--- config.mk ---
export PLATFORM = sky130hd
export DESIGN_NAME = ppfs_top
export DESIGN_NICKNAME = d
export VERILOG_FILES = /design/src/rtl/ppfs_top.v
export VERILOG_INCLUDE_DIRS = /design/src /design/src/rtl
export SDC_FILE = /design/constraint.sdc
export NUM_CORES = 1
export LEC_CHECK = 0
export ABC_AREA = 1
export BUFFER_PORTS_ARGS = -buffer_cell sky130_fd_sc_hd__buf_4
export CAP_MARGIN = 20
export CORE_MARGIN = 3
export CORE_UTILIZATION = 56
export CTS_BUF_LIST = sky130_fd_sc_hd__clkbuf_16
export DETAILED_ROUTE_END_ITERATION = 8
export PLACE_DENSITY_LB_ADDON = 0.12
export SYNTH_ARGS = -nofsm -noshare
export SYNTH_HDL_FRONTEND = slang
export SYNTH_SLANG_ARGS = --single-unit
--- constraint.sdc ---
create_clock -name mclk_i -period 9.46 [get_ports mclk_i]
set_clock_uncertainty 0.15 [all_clocks]
set_input_delay 1.892 -clock mclk_i [delete_from_list [all_inputs] [get_ports mclk_i]]
set_output_delay 1.892 -clock mclk_i [all_outputs]
set_load 0.02 [all_outputs]
--- src/rtl/ppfs_consts.vh ---
// Purpose: constants for the port pin function select block
// Assumes: APB byte addressing, 32-bit data
// Notes: offsets are byte addresses
`ifndef PPFS_CONSTS_VH
`define PPFS_CONSTS_VH
// Register byte offsets
`define PPFS_OFF_P5DIR 12'h000
`define PPFS_OFF_P5OUT 12'h004
`define PPFS_OFF_P6DIR 12'h008
`define PPFS_OFF_PERIPH 12'h00c
`define PPFS_OFF_INTEN 12'h010
`define PPFS_OFF_INTSEL 12'h014
`define PPFS_OFF_MODE 12'h018
`define PPFS_OFF_P5IN 12'h01c
`define PPFS_OFF_ISTAT 12'h020
`define PPFS_OFF_IMASK 12'h024
// Reset values
`define PPFS_RST_BYTE 8'h00
`define PPFS_RST_SEL 8'hff
// Peripheral control field positions
`define PPFS_PC_PWM_B 7
`define PPFS_PC_PWM_A 6
`define PPFS_PC_S2_RX 5
`define PPFS_PC_S2_TX 4
`define PPFS_PC_S1_RX 3
`define PPFS_PC_S1_TX 2
`define PPFS_PC_S0_RX 1
`define PPFS_PC_S0_TX 0
// Mode field: bit0 extended, bit1 wide bus
`define PPFS_MODE_EXT 0
`define PPFS_MODE_WIDE 1
`endif

--- src/rtl/ppfs_top.v ---
// Purpose: pin function select for port 5 and port 6 direction
// Assumes: pins asynchronous to mclk_i; APB slave, zero wait states
// Notes: interrupt status bits are write-one-to-clear
// What this block does
// [RULE1] PWM B enable drives pin 7 as channel1
// [RULE2] PWM A enable drives pin 6 as channel0
// [RULE3] Serial 2 receive enable uses pin 5
// [RULE4] Serial 2 transmit enable drives pin 4
// [RULE5] Serial 1 receive enable uses pin 3
// [RULE6] Serial 1 transmit enable drives pin 2
// [RULE7] Serial 0 receive enable uses pin 1
// [RULE8] Serial 0 transmit enable drives pin 0
// [RULE9] Peripheral off: direction picks input or output
// [RULE10] Pins feed interrupts 15..8 when enabled/selected
// [RULE11] Software clears direction before using interrupts
// [RULE12] Wide extended mode: port 6 is bus
// [RULE13] Otherwise port 6 follows direction bits
// [RULE14] Port 6 serves as low data byte
// [RULE15] Port 5 read: output data or pin
// [RULE16] Pin levels reach interrupt logic synchronised
//
// Chosen here: the APB slave port and the register offsets.
`timescale 1ns/1ps
`default_nettype none
`include "ppfs_consts.vh"
module ppfs_top
(
   // Clock and reset
   input wire mclk_i,
   input wire rst_n_i,
   // APB slave
   input wire psel_i,
   input wire penable_i,
   input wire pwrite_i,
   input wire [11:0] paddr_i,
   input wire [31:0] pwdata_i,
   output wire [31:0] prdata_o,
   output wire pready_o,
   output wire pslverr_o,
   // Port 5 pins
   input wire [7:0] p5_pin_i,
   output wire [7:0] p5_pin_o,
   output wire [7:0] p5_pin_oe_o,
   // Peripheral side of port 5
   input wire pwm_ch1_out_i,
   input wire pwm_ch0_out_i,
   input wire ser2_tx_out_i,
   input wire ser1_tx_out_i,
   input wire ser0_tx_out_i,
   output wire ser2_rx_in_o,
   output wire ser1_rx_in_o,
   output wire ser0_rx_in_o,
   output wire [7:0] ext_int_hi_o,
   // Port 6 pins and bus side
   input wire [7:0] p6_pin_i,
   output wire [7:0] p6_pin_oe_o,
   output wire p6_is_bus_o,
   // Interrupt
   output wire irq_o
);
   // Reset release synchroniser
   // Assert is immediate; release waits two edges so no
   // flop leaves reset on an edge close to the release
   reg rst_s1_reg;
   reg rst_s2_reg;
   wire rst_n;
   always @(posedge mclk_i or negedge rst_n_i)
   begin
      if (!rst_n_i)
      begin
         rst_s1_reg <= 1'b0;
         rst_s2_reg <= 1'b0;
      end
      else
      begin
         rst_s1_reg <= 1'b1;
         rst_s2_reg <= rst_s1_reg;
      end
   end
   // Everything below resets from this copy
   assign rst_n = rst_s2_reg;

   // Software registers
   // All of them reset from the synchronised copy
   // Direction registers are write only, as on the pins
   reg [7:0] port5_direction_reg; // Port 5 direction, write only
   reg [7:0] port5_out_value_reg; // Port 5 output data
   reg [7:0] port6_direction_reg; // Port 6 direction, write only
   reg [7:0] periph_ctrl_reg; // Peripheral enables, one per pin
   reg [7:0] ext_int_enable_hi_reg; // Interrupt enables 15..8
   reg [7:0] ext_int_select_hi_reg; // Interrupt input select 15..8
   reg [1:0] mode_reg; // Operating mode
   reg [7:0] istat_reg; // Sticky pin-edge status
   reg [7:0] imask_reg; // Interrupt mask
   // Pin synchronisers
   reg [7:0] p5_s1_reg;
   reg [7:0] p5_s2_reg;
   reg [7:0] p5_s3_reg;

   // Register access strobes
   // Writes land on the access edge; reads are captured
   // one edge earlier, in the setup cycle
   wire wr_en = psel_i & penable_i & pwrite_i;
   wire rd_en = psel_i & ~pwrite_i;

   // Byte offset hit test, used for every register write
   // Full 12-bit compare, so no register shows up twice
   // in the map under an alias
   function hit;
      input [11:0] addr;
      input [11:0] off;
      begin
         hit = (addr == off);
      end
   endfunction

   // Register writes
   // Each register decodes its own offset, so one write
   // touches at most one of them
   always @(posedge mclk_i or negedge rst_n)
   begin
      if (!rst_n)
      begin
         port5_direction_reg <= `PPFS_RST_BYTE;
         port5_out_value_reg <= `PPFS_RST_BYTE;
         port6_direction_reg <= `PPFS_RST_BYTE;
         periph_ctrl_reg <= `PPFS_RST_BYTE;
         ext_int_enable_hi_reg <= `PPFS_RST_BYTE;
         // Select resets to ones so no pin is routed yet
         ext_int_select_hi_reg <= `PPFS_RST_SEL;
         // Single-chip mode after reset
         mode_reg <= 2'h0;
         imask_reg <= `PPFS_RST_BYTE;
      end
      else if (wr_en)
      begin
         if (hit(paddr_i, `PPFS_OFF_P5DIR))
            port5_direction_reg <= pwdata_i[7:0];
         if (hit(paddr_i, `PPFS_OFF_P5OUT))
            port5_out_value_reg <= pwdata_i[7:0];
         if (hit(paddr_i, `PPFS_OFF_P6DIR))
            port6_direction_reg <= pwdata_i[7:0];
         if (hit(paddr_i, `PPFS_OFF_PERIPH))
            periph_ctrl_reg <= pwdata_i[7:0];
         if (hit(paddr_i, `PPFS_OFF_INTEN))
            ext_int_enable_hi_reg <= pwdata_i[7:0];
         if (hit(paddr_i, `PPFS_OFF_INTSEL))
            ext_int_select_hi_reg <= pwdata_i[7:0];
         if (hit(paddr_i, `PPFS_OFF_MODE))
            mode_reg <= pwdata_i[1:0];
         if (hit(paddr_i, `PPFS_OFF_IMASK))
            imask_reg <= pwdata_i[7:0];
      end
   end

   // Pin level synchroniser; stage one feeds stage two only
   // Stage three only serves the falling-edge detector;
   // resetting to ones matches the idle level of the lines
   // so no false edge follows reset
   always @(posedge mclk_i or negedge rst_n)
   begin
      if (!rst_n)
      begin
         p5_s1_reg <= 8'hff;
         p5_s2_reg <= 8'hff;
         p5_s3_reg <= 8'hff;
      end
      else
      begin
         p5_s1_reg <= p5_pin_i;
         p5_s2_reg <= p5_s1_reg; // see [RULE16]
         p5_s3_reg <= p5_s2_reg;
      end
   end

   // Interrupt request lines are active low, so route the level
   // A pin is routed when enabled or when its select bit is
   // cleared; unrouted lines sit high, the inactive level
   wire [7:0] int_route = ext_int_enable_hi_reg | ~ext_int_select_hi_reg; // see [RULE10]
   assign ext_int_hi_o = p5_s2_reg | ~int_route; // see [RULE10] see [RULE16]

   // Falling edge on a routed line sets status; set beats clear
   // A clear that meets a new edge keeps the bit set, so an
   // edge is never lost to a late clear
   wire [7:0] fall_evt = p5_s3_reg & ~p5_s2_reg & int_route;
   always @(posedge mclk_i or negedge rst_n)
   begin
      if (!rst_n)
         // Nothing pending after reset
         istat_reg <= `PPFS_RST_BYTE;
      else if (wr_en && hit(paddr_i, `PPFS_OFF_ISTAT))
         istat_reg <= (istat_reg & ~pwdata_i[7:0]) | fall_evt;
      else
         istat_reg <= istat_reg | fall_evt;
   end
   // Level output, high while any unmasked bit is set
   assign irq_o = |(istat_reg & imask_reg);

   // Peripheral overrides ignore the direction bits
   wire [7:0] periph_out;
   assign periph_out[7] = pwm_ch1_out_i; // see [RULE1]
   assign periph_out[6] = pwm_ch0_out_i; // see [RULE2]
   // Receive pins carry no output value; tie them low
   assign periph_out[5] = 1'b0;
   assign periph_out[4] = ser2_tx_out_i; // see [RULE4]
   assign periph_out[3] = 1'b0;
   assign periph_out[2] = ser1_tx_out_i; // see [RULE6]
   assign periph_out[1] = 1'b0;
   assign periph_out[0] = ser0_tx_out_i; // see [RULE8]
   // Pins whose peripheral function is an output
   // Bits 7, 6, 4, 2 and 0 drive; 5, 3 and 1 receive
   localparam [7:0] PERIPH_DRIVES = 8'hd5;

   // Output enable and value per pin
   // Every pin is handled alike, so one loop covers them;
   // defaults come first so no latch is inferred
   reg [7:0] oe_next;
   reg [7:0] out_next;
   integer i;
   always @*
   begin
      oe_next = 8'h00;
      out_next = 8'h00;
      for (i = 0; i < 8; i = i + 1)
      begin
         if (periph_ctrl_reg[i])
         begin
            // Peripheral owns pin; receive pins stay undriven
            oe_next[i] = PERIPH_DRIVES[i]; // see [RULE1] see [RULE2] see [RULE4] see [RULE6] see [RULE8]
            out_next[i] = periph_out[i];
         end
         else
         begin
            // General port: direction decides
            oe_next[i] = port5_direction_reg[i]; // see [RULE9]
            out_next[i] = port5_out_value_reg[i];
         end
      end
   end
   // Enable and value leave the block combinationally
   assign p5_pin_oe_o = oe_next;
   assign p5_pin_o = out_next;

   // Receive inputs, idle high when the function is off
   // Idle high keeps a disabled receiver from seeing a
   // false start bit
   assign ser2_rx_in_o = periph_ctrl_reg[`PPFS_PC_S2_RX] ? p5_s2_reg[5] : 1'b1; // see [RULE3]
   assign ser1_rx_in_o = periph_ctrl_reg[`PPFS_PC_S1_RX] ? p5_s2_reg[3] : 1'b1; // see [RULE5]
   assign ser0_rx_in_o = periph_ctrl_reg[`PPFS_PC_S0_RX] ? p5_s2_reg[1] : 1'b1; // see [RULE7]

   // Port 6: wide bus mode hands pins to the bus controller
   // Bus mode needs both the extended and the wide bit; the
   // bus controller then owns the drivers, so enables are zero
   // Port 6 input levels are not read here; their data path
   // lives outside this block
   wire p6_bus = mode_reg[`PPFS_MODE_EXT] & mode_reg[`PPFS_MODE_WIDE]; // see [RULE12] see [RULE14]
   assign p6_is_bus_o = p6_bus;
   assign p6_pin_oe_o = p6_bus ? 8'h00 : port6_direction_reg; // see [RULE13]

   // Port 5 read value mixes output latch and live pins
   // Live pins come from the synchroniser, two cycles late
   wire [7:0] p5_read = (port5_out_value_reg & port5_direction_reg) |
                        (p5_s2_reg & ~port5_direction_reg); // see [RULE15]

   // Read mux; direction registers are write only and read zero
   reg [7:0] rdata_next;
   reg known_next;
   always @*
   begin
      rdata_next = 8'h00;
      known_next = 1'b1;
      case (paddr_i)
         `PPFS_OFF_P5DIR: rdata_next = 8'h00;
         `PPFS_OFF_P5OUT: rdata_next = port5_out_value_reg;
         `PPFS_OFF_P6DIR: rdata_next = 8'h00;
         `PPFS_OFF_PERIPH: rdata_next = periph_ctrl_reg;
         `PPFS_OFF_INTEN: rdata_next = ext_int_enable_hi_reg;
         `PPFS_OFF_INTSEL: rdata_next = ext_int_select_hi_reg;
         `PPFS_OFF_MODE: rdata_next = {6'h00, mode_reg};
         `PPFS_OFF_P5IN: rdata_next = p5_read;
         `PPFS_OFF_ISTAT: rdata_next = istat_reg;
         `PPFS_OFF_IMASK: rdata_next = imask_reg;
         // Unknown offsets read zero and flag an error
         default: known_next = 1'b0;
      endcase
   end

   // Read data is registered in the setup cycle
   // Captured early so it stands through the whole access
   // phase without a wait state
   reg [7:0] prdata_reg;
   always @(posedge mclk_i or negedge rst_n)
   begin
      if (!rst_n)
         prdata_reg <= 8'h00;
      else if (rd_en && !penable_i)
         prdata_reg <= rdata_next;
   end
   // Upper bits are unused and read zero
   assign prdata_o = {24'h000000, prdata_reg};
   // Every register answers at once
   assign pready_o = 1'b1;
   // Unmapped addresses answer with an error
   assign pslverr_o = psel_i & penable_i & ~known_next;
endmodule
`default_nettype wire

After elaboration in Yosys (flattened, before gate mapping)
Cells that the tools add are included.

Bits in registers: 100. Input bits: 70. Output and inout bits: 71. Word-level logic and storage cells: 84.

Equality and inequality tests: 9. Mux-type cells: 23. Bitwise logic cells: 23. Reductions and logical operators: 14.

Operators with widths (count): $pmux W8 S8 (1); $and A8 B8 Y8 (6); $eq A12 B5 Y1 const B (4); $not A8 Y8 (5); $or A8 B8 Y8 (5); $eq A12 B4 Y1 const B (2); $eq A12 B6 Y1 const B (2); $mux W1 (20); $mux W8 (2); $reduce_and A2 Y1 (8); $eq A12 B3 Y1 const B (1); $logic_not A12 Y1 (1); $reduce_or A10 Y1 (1); $reduce_or A8 Y1 (1); $and A1 B1 Y1 (5); $logic_and A1 B1 Y1 (2); $not A1 Y1 (2); $logic_not A1 Y1 (1).

Depth between registers and ports, before layout
Gate-level depths: netlist (run 1).

Depth after elaboration: 5. Gate-level depth with buffers: 11. Mapped depth without buffers: 10.

Worst setup path before layout (run 1)
No wires, ideal clock.

Path type: input to output. From: input port paddr_i[11]. To: output port pslverr_o. Arrival: 2.999 ns. Data required time: 7.418 ns. Slack: 4.419 ns. Stages: 7. Buffers on the path: 1. Path through: nor2_1 nand2_2 nor2_2 buf_4 o21ai_0 nand3_1 nor3_1.

Cells in the longest elaborated chain, start to end: 5. Elaborated cells between the ends (all ways): 14. Those cells by class: eq/ne (9); mux (1); bitwise (2); reduce/logical (2).

Ends and longest elaborated chain: start, declared (RTL line ppfs_top.v:35) `input wire [11:0] paddr_i,`; $eq A12 B3 Y1, or another cell as far along (RTL line ppfs_top.v:272) `case (paddr_i)`; $reduce_or A10 Y1 (no source line) *; $mux W1 * (RTL line ppfs_top.v:272); $not A1 Y1 * (RTL line ppfs_top.v:304) `assign pslverr_o = psel_i & penable_i & ~known_next;`; $and A1 B1 Y1 * (RTL line ppfs_top.v:304); end, declared (RTL line ppfs_top.v:39) `output wire pslverr_o,`.

Mark *: on every way between the ends. The rest lies on a longest branch, timed or not.

Worst setup path in the final report (run 1)
From: input port paddr_i[5]. To: output port pslverr_o.

The elaborated chain is that of the path after synthesis.

==> impl_table.tex, run 1 <==
\begin{tabular}{lr}
\hline
Metric & Value \\
\hline
\multicolumn{2}{l}{\textbf{Status}} \\
Result of the run & finished clean \\
\multicolumn{2}{l}{\textbf{Timing}} \\
Setup slack of the critical path after layout & 3.93 ns \\
Max\_slew headroom & 38.5\% \\
Slew Viols, Final & 0 \\
Worst-Margin Slew & 0.919 ns \\
Number of endpoints failing setup at the final stage & 0 \\
Final number of hold-violating endpoints & 0 \\
Tcrit/Tclk final & 58.4\% \\
RSZ-0062 raised after global routing & false \\
Highest Clock Rate & between 150 and 200 MHz \\
Post-route setup TNS & 0 ns \\
Shortest period the worst path allows & between 5 and 6 ns \\
\multicolumn{2}{l}{\textbf{Setup path}} \\
Worst Path Arrival & 3.48 ns \\
Type of the worst setup path & primary input to output port \\
Worst path slowest cell & nor2\_1 \\
Critical path peak fanout & 11 \\
Most used cell along the critical path & buf\_4 \\
Startpoint types & primary input \\
Delay of the slowest cell on the worst path & 0.70 ns \\
Required time of the worst setup path & 7.42 ns \\
Crit end category & output port \\
Critical path cell sequence & buf\_4, inv\_1, nand2\_1, nor2\_1, nand3b\_1, nand4\_1, nor3\_1, buf\_4 \\
\multicolumn{2}{l}{\textbf{Floorplan}} \\
Core area & 0.00838 mm2 \\
Initial core utilization & slightly below 60\% \\
Die Y & 99.9 um \\
Die area & 0.00998 mm2 \\
Std-Cell Rows & 33 \\
Ports placed on the boundary & 141 \\
Horizontal die dimension & about 100 um \\
\multicolumn{2}{l}{\textbf{Synth}} \\
Cell count after synthesis & about 610 \\
Summed instance area of the synthesized netlist & 0.00494 mm2 \\
Leading post-synthesis cells by instance count & 170 x nand2\_1, 69 x o21ai\_0, 68 x dfrtp\_1 \\
Total of warnings raised by yosys & 0 \\
Synthesized flop and latch total & 100 \\
Proportion of synthesized chip area in sequential cells & 51.5\% \\
Fraction of synthesized cell area taken by the top area cell type & 34.5\% \\
Post-synth ARST share & 100\% \\
Library cells used by synthesis & 32 \\
Leading cell type by number of instances after synthesis & nand2\_1 \\
Largest cells by area after synthesis & dfrtp\_1 34\%, dfstp\_2 17\%, nand2\_1 13\% \\
Cell taking the most area after synthesis & dfrtp\_1 \\
Primary FF master, synth & dfrtp\_1 \\
Number of synthesized flops with an enable pin & 0 \\
Mean Syn Cell Area & 8.15 um2 \\
\multicolumn{2}{l}{\textbf{Routing}} \\
Total iterations of the first detailed-routing run & 5 \\
Mean number of vias per cell & 5.17 \\
Wire per inst & 14.7 um \\
Iteration-0 DRC count of the detailed router & roughly 250 \\
Drt total wl & 11.7 mm \\
Post-route DRC violation count & 0 \\
Total number of vias & 4127 \\
Count of antenna-violating nets left after detailed routing & 0 \\
\multicolumn{2}{l}{\textbf{GRT}} \\
Number of global-route vias before repair & 3877 \\
Overflow after GRT & 0 \\
Initial antenna violation count & 0 \\
Pin count of the biggest net entering global routing & 63 \\
Tot GR Track Use & 24.4\% \\
Wire length of the first global-routing pass & 19.1 mm \\
\multicolumn{2}{l}{\textbf{Power and ir drop}} \\
Clock group share of total power & 40.8\% \\
Leakage & between 2 and 3 nW \\
Sequential Power Share & 52.7\% \\
Pwr dens & 144 mW/mm2 \\
Net switching power figure & 206 uW \\
Max VDD drop & between 90 and 100 uV \\
Combinational cell fraction of total power & 6.5\% \\
Switching share of power & 24.5\% \\
Cell-internal power & 635 uW \\
\multicolumn{2}{l}{\textbf{Placement}} \\
Placed Instance Area & 0.00553 mm2 \\
Dpl cells & 781 \\
Global placer's final weighted congestion & about 0.87 \\
Port Buffer Count & 83 \\
Placement-stage worst setup slack & roughly 3.3 ns \\
Hpwl dp & around 8.3 mm \\
\multicolumn{2}{l}{\textbf{CTS}} \\
Max Root-Sink Buffers & 2 \\
Post-cts gate resize count & 0 \\
CTS hold repair buffers & 0 \\
Setup Buffers After CTS & 0 \\
CTS Root Cell & clkbuf\_16 \\
TritonCTS buffer count & 9 \\
Clock latency on the worst-skew pair & 0.34 ns \\
Clk slew on worst S/H paths & 0.07 ns \\
CTS tree & yes \\
CTS sink count & 100 \\
CTS H-tree lvls & 3 \\
\multicolumn{2}{l}{\textbf{Run}} \\
Number of violations of the max-capacitance limit & 0 \\
\multicolumn{2}{l}{\textbf{Finish}} \\
Final Instance Area & 0.00582 mm2 \\
Diodes inserted & 0 \\
Ratio of cells with drive above 1 in the final layout & 23.4\% \\
Final instance count without filler cells & 798 \\
Final Net Count & 758 \\
Signed area change from the synthesized netlist to the final layout & 17.9\% \\
Layout Utilization & 69.5\% \\
\multicolumn{2}{l}{\textbf{Worst hold path}} \\
Hold Path Class & flip-flop to async pin \\
\hline
\end{tabular}
routing by layer:
| metal | wire length (um) | track usage, % | vias up | part of all wire, % |
|---|---|---|---|---|
| met5 | 0 | 0 | - | 0 |
| met4 | 403 | 12.5 | 0 | 3.4 |
| met2 | 5200 | 35.1 | 162 | 44 |
| met1 | 5390 | 35.8 | 1900 | 46 |
| li1 | - | - | 2037 | - |
| met3 | 763 | 3.89 | 28 | 6.5 |
final timing paths:
| path | depth (start not counted) | to | from | slack [ns] |
|---|---|---|---|---|
| min in group mclk_i | 0 | rst_n | rst_s1_reg | 0.20 |
| max reg2reg | 1 | istat_reg[4] | rst_n | 7.88 |
| max in group asynchronous | 1 | istat_reg[4] | rst_n | 7.88 |
| min reg2reg | 0 | imask_reg[0] | rst_n | 0.14 |
| min | 0 | imask_reg[0] | rst_n | 0.14 |
| max | 8 | pslverr_o | paddr_i[5] | 3.93 |
power groups by stage:
stage	Clock (mW)	Sequential, mW	Combinational (mW)
after CTS	0.348	0.443	0.0539
after floorplan	0	0.453	0.0347
after detailed placement	0	0.451	0.0537
final	0.343	0.443	0.0542
after global routing	0.367	0.444	0.0596
after global placement	0	0.451	0.0528
worst max-delay path, delay by kind of cell:
family | cells | cell delay, ns
buf+inv | 3 | 0.33
simple gates | 5 | 1.26
cell usage in the layout, fill, tap and decap left out, types with 4 or more instances in the layout:
| cell type | instances |
|---|---|
| inv_1 | 67 |
| nand2_2 | 4 |
| dfrtp_1 | 67 |
| clkbuf_16 | 9 |
| nor2_1 | 54 |
| nand2_1 | 170 |
| o21ai_0 | 69 |
| nor2_2 | 5 |
| dfstp_2 | 32 |
| nand3_1 | 58 |
| buf_4 | 84 |
| conb_1 | 26 |
| o21ai_2 | 10 |
| nor2_4 | 4 |
per-stage QoR:
stage / total power [mW] / hold slack [ns]
after floorplan: 0.488 / 0.181
after global placement: 0.504 / 0.150
after detailed placement: 0.505 / 0.155
after CTS: 0.846 / 0.163
after global routing: 0.871 / 0.194
final: 0.841 / 0.143
logic make-up after synthesis:
| kind of cell | after synthesis | share of synthesized area, % |
|---|---|---|
| and+or+nand+nor | 306 | 27.2 |
| buffers and inverters | 107 | 10.6 |
| DFF | 100 | 51.5 |
| AOI/OAI and AO/OA | 89 | 10.1 |
| muxes | 2 | 0.405 |
| other | 2 | 0.152 |
cell type report:
| cell class | count | area, um2 |
|---|---|---|
| Inverter | 69 | 259 |
| Fill cell | 657 | 2560 |
| Clock inverter | 7 | 51.3 |
| Clock buffer | 9 | 225 |
| Tap cell | 105 | 131 |
| Timing Repair Buffer | 85 | 651 |
| Multi-Input combinational cell | 423 | 1960 |
| Sequential cell | 100 | 2550 |
(Power assumes the default switching activity.)
==> run 2, diff against run 1 <==
Settings changed: CORE_UTILIZATION 56 to 52.
Clock period 9.46 ns to 5.6 ns, I/O delays scaled along.
==> impl_table.tex, run 2 (synthesis results as in run 1) <==
\begin{tabular}{lr}
\hline
Metric & Value \\
\hline
\multicolumn{2}{l}{\textbf{Timing}} \\
Shortest period the worst path allows & 3.88 ns \\
Worst-Margin Slew & 0.880 ns (-0.0393 ns) \\
Post-route setup TNS & 0 ns (unchanged) \\
Highest Clock Rate & 257 MHz \\
Final number of hold-violating endpoints & 0 (unchanged) \\
Tcrit/Tclk final & 69.4\% \\
RSZ-0062 raised after global routing & false \\
Number of endpoints failing setup at the final stage & 0 (unchanged) \\
Max\_slew headroom & 41.3\% (+2.8 points) \\
Slew Viols, Final & 0 (unchanged) \\
\multicolumn{2}{l}{\textbf{CTS}} \\
Clk slew on worst S/H paths & 0.07 ns (about the same) \\
Max Root-Sink Buffers & 2 (unchanged) \\
CTS Root Cell & clkbuf\_16 \\
CTS sink count & 100 (unchanged) \\
Post-cts gate resize count & 0 (unchanged) \\
CTS H-tree lvls & 3 (unchanged) \\
Clock latency on the worst-skew pair & 0.34 ns (about the same) \\
CTS hold repair buffers & 0 (unchanged) \\
Setup Buffers After CTS & 0 (unchanged) \\
TritonCTS buffer count & 9 (unchanged) \\
CTS tree & yes \\
\multicolumn{2}{l}{\textbf{Power and ir drop}} \\
Switching share of power & 24.4\% (-0.052 points) \\
Max VDD drop & 127 uV (+40\%) \\
Pwr dens & 242 mW/mm2 (+68\%) \\
Combinational cell fraction of total power & 6.6\% (about the same) \\
Leakage & 2.88 nW (+0.11\%) \\
Cell-internal power & 1.07 mW (+69\%) \\
Clock group share of total power & 40.7\% (about the same) \\
Net switching power figure & 347 uW (+69\%) \\
Sequential Power Share & 52.7\% (about the same) \\
\multicolumn{2}{l}{\textbf{Placement}} \\
Dpl cells & 802 (+2.7\%) \\
Global placer's final weighted congestion & 0.933 (+7.2\%) \\
Port Buffer Count & 83 (unchanged) \\
Hpwl dp & 8.30 mm (+0.55\%) \\
\multicolumn{2}{l}{\textbf{Finish}} \\
Ratio of cells with drive above 1 in the final layout & 23.4\% (unchanged) \\
Final Net Count & 758 (unchanged) \\
Signed area change from the synthesized netlist to the final layout & 18.6\% \\
Top library cells by usage in the layout, fill and taps aside & 170 x nand2\_1, 84 x buf\_4, 69 x o21ai\_0 \\
Final instance count without filler cells & 819 (+2.6\%) \\
Diodes inserted & 0 (unchanged) \\
Leading cell type in the layout, fill and taps excluded & nand2\_1 \\
\multicolumn{2}{l}{\textbf{Status}} \\
Result of the run & finished clean \\
\multicolumn{2}{l}{\textbf{Floorplan}} \\
Die Y & 103 um (+3.5\%) \\
Horizontal die dimension & 103 um (+3.5\%) \\
Std-Cell Rows & 34 (+3.0\%) \\
Die area & 0.0107 mm2 (+7.2\%) \\
Core area & 0.00898 mm2 (+7.1\%) \\
Initial core utilization & 55.0\% (-3.9 points) \\
Ports placed on the boundary & 141 (unchanged) \\
\multicolumn{2}{l}{\textbf{Routing}} \\
Total iterations of the first detailed-routing run & 4 (-1) \\
Total number of vias & 4208 (+2.0\%) \\
Post-route DRC violation count & 0 (unchanged) \\
Iteration-0 DRC count of the detailed router & 338 (+37\%) \\
Wire per inst & 14.5 um (-1.4\%) \\
Drt total wl & 11.9 mm (+1.1\%) \\
Mean number of vias per cell & 5.14 (-0.65\%) \\
Count of antenna-violating nets left after detailed routing & 0 (unchanged) \\
\multicolumn{2}{l}{\textbf{Setup path}} \\
Critical R2R Capture & ext\_int\_enable\_hi\_reg[5] \\
Type of the worst setup path & primary input to output port \\
Startpoint types & primary input \\
Worst Path Arrival & 2.61 ns (-0.87 ns) \\
Critical path peak fanout & 11 (unchanged) \\
Startpoint of the worst setup timing path & paddr\_i[5] \\
Register-to-Register Setup Slack & 4.00 ns (-3.88 ns) \\
Reg2reg path depth & 1 (unchanged) \\
Crit end category & output port \\
Required time of the worst setup path & 4.33 ns (-3.09 ns) \\
Reg-to-Reg Start & rst\_n \\
\multicolumn{2}{l}{\textbf{Run}} \\
Number of violations of the max-capacitance limit & 0 (unchanged) \\
\multicolumn{2}{l}{\textbf{GRT}} \\
Initial antenna violation count & 0 (unchanged) \\
Overflow after GRT & 0 (unchanged) \\
Number of global-route vias before repair & 3750 (-3.3\%) \\
Wire length of the first global-routing pass & 18.6 mm (-2.5\%) \\
Tot GR Track Use & 22.7\% (-1.7 points) \\
Pin count of the biggest net entering global routing & 72 (+14\%) \\
\multicolumn{2}{l}{\textbf{Worst hold path}} \\
Hold Path Class & flip-flop to async pin \\
\hline
\end{tabular}
run 2: cell type report:
class / instances / area [um2]
Clock buffer: 9 / 225
Clock inverter: 7 / 51.3
Fill cell: 775 / 3120
Inverter: 69 / 259
Multi-Input combinational cell: 423 / 1960
Sequential cell: 100 / 2550
Tap cell: 126 / 158
Timing Repair Buffer: 85 / 658
run 2: stage by stage:
step / worst slack [ns] / cell area [um2] / hold WS (ns) / util [%] / power [mW]
6_report: 1.72 / 5860 / 0.0961 / 65.2 / 1.42
2_1_floorplan: 2.10 / 5030 / 0.181 / - / 0.824
3_5_place_dp: 1.09 / 5550 / 0.108 / 61.9 / 0.853
3_3_place_gp: 1.10 / 5550 / 0.105 / 61.9 / 0.851
4_1_cts: 1.08 / 5830 / 0.116 / 64.9 / 1.43
5_1_grt: 1.55 / 5860 / 0.138 / 65.2 / 1.47
run 2: metal layers:
| layer | global-route usage, % | vias to the layer above | part of all wire, % |
|---|---|---|---|
| li1 | - | 2038 | - |
| met1 | 32.6 | 1979 | 45 |
| met2 | 35.1 | 172 | 45 |
| met3 | 3.42 | 19 | 7.0 |
| met4 | 8.27 | 0 | 2.3 |
| met5 | 0 | - | 0 |
run 2: worst max-delay path by stage:
stage	cells past startpoint	end	slack (ns)
after CTS	8	pslverr_o	1.08
after global routing	8	pslverr_o	1.55
final	8	pslverr_o	1.72
after global placement	8	pslverr_o	1.10
after floorplan	7	pslverr_o	2.10
after detailed placement	8	pslverr_o	1.09
run 2: power groups by stage:
stage          clock network, mW  logic (mW)  registers (mW)
3_5_place_dp                   0      0.0920           0.761
2_1_floorplan                  0      0.0586           0.765
5_1_grt                    0.619       0.104           0.749
6_report                   0.578      0.0935           0.747
3_3_place_gp                   0      0.0910           0.760
4_1_cts                    0.592      0.0925           0.748
run 2: worst max-delay path: stages:
cell and delay, ns:
buf_4 0.12, inv_1 0.07, nand2_1 0.05, nor2_1 0.66
nand3b_1 0.26, nand4_1 0.13, nor3_1 0.05, buf_4 0.15
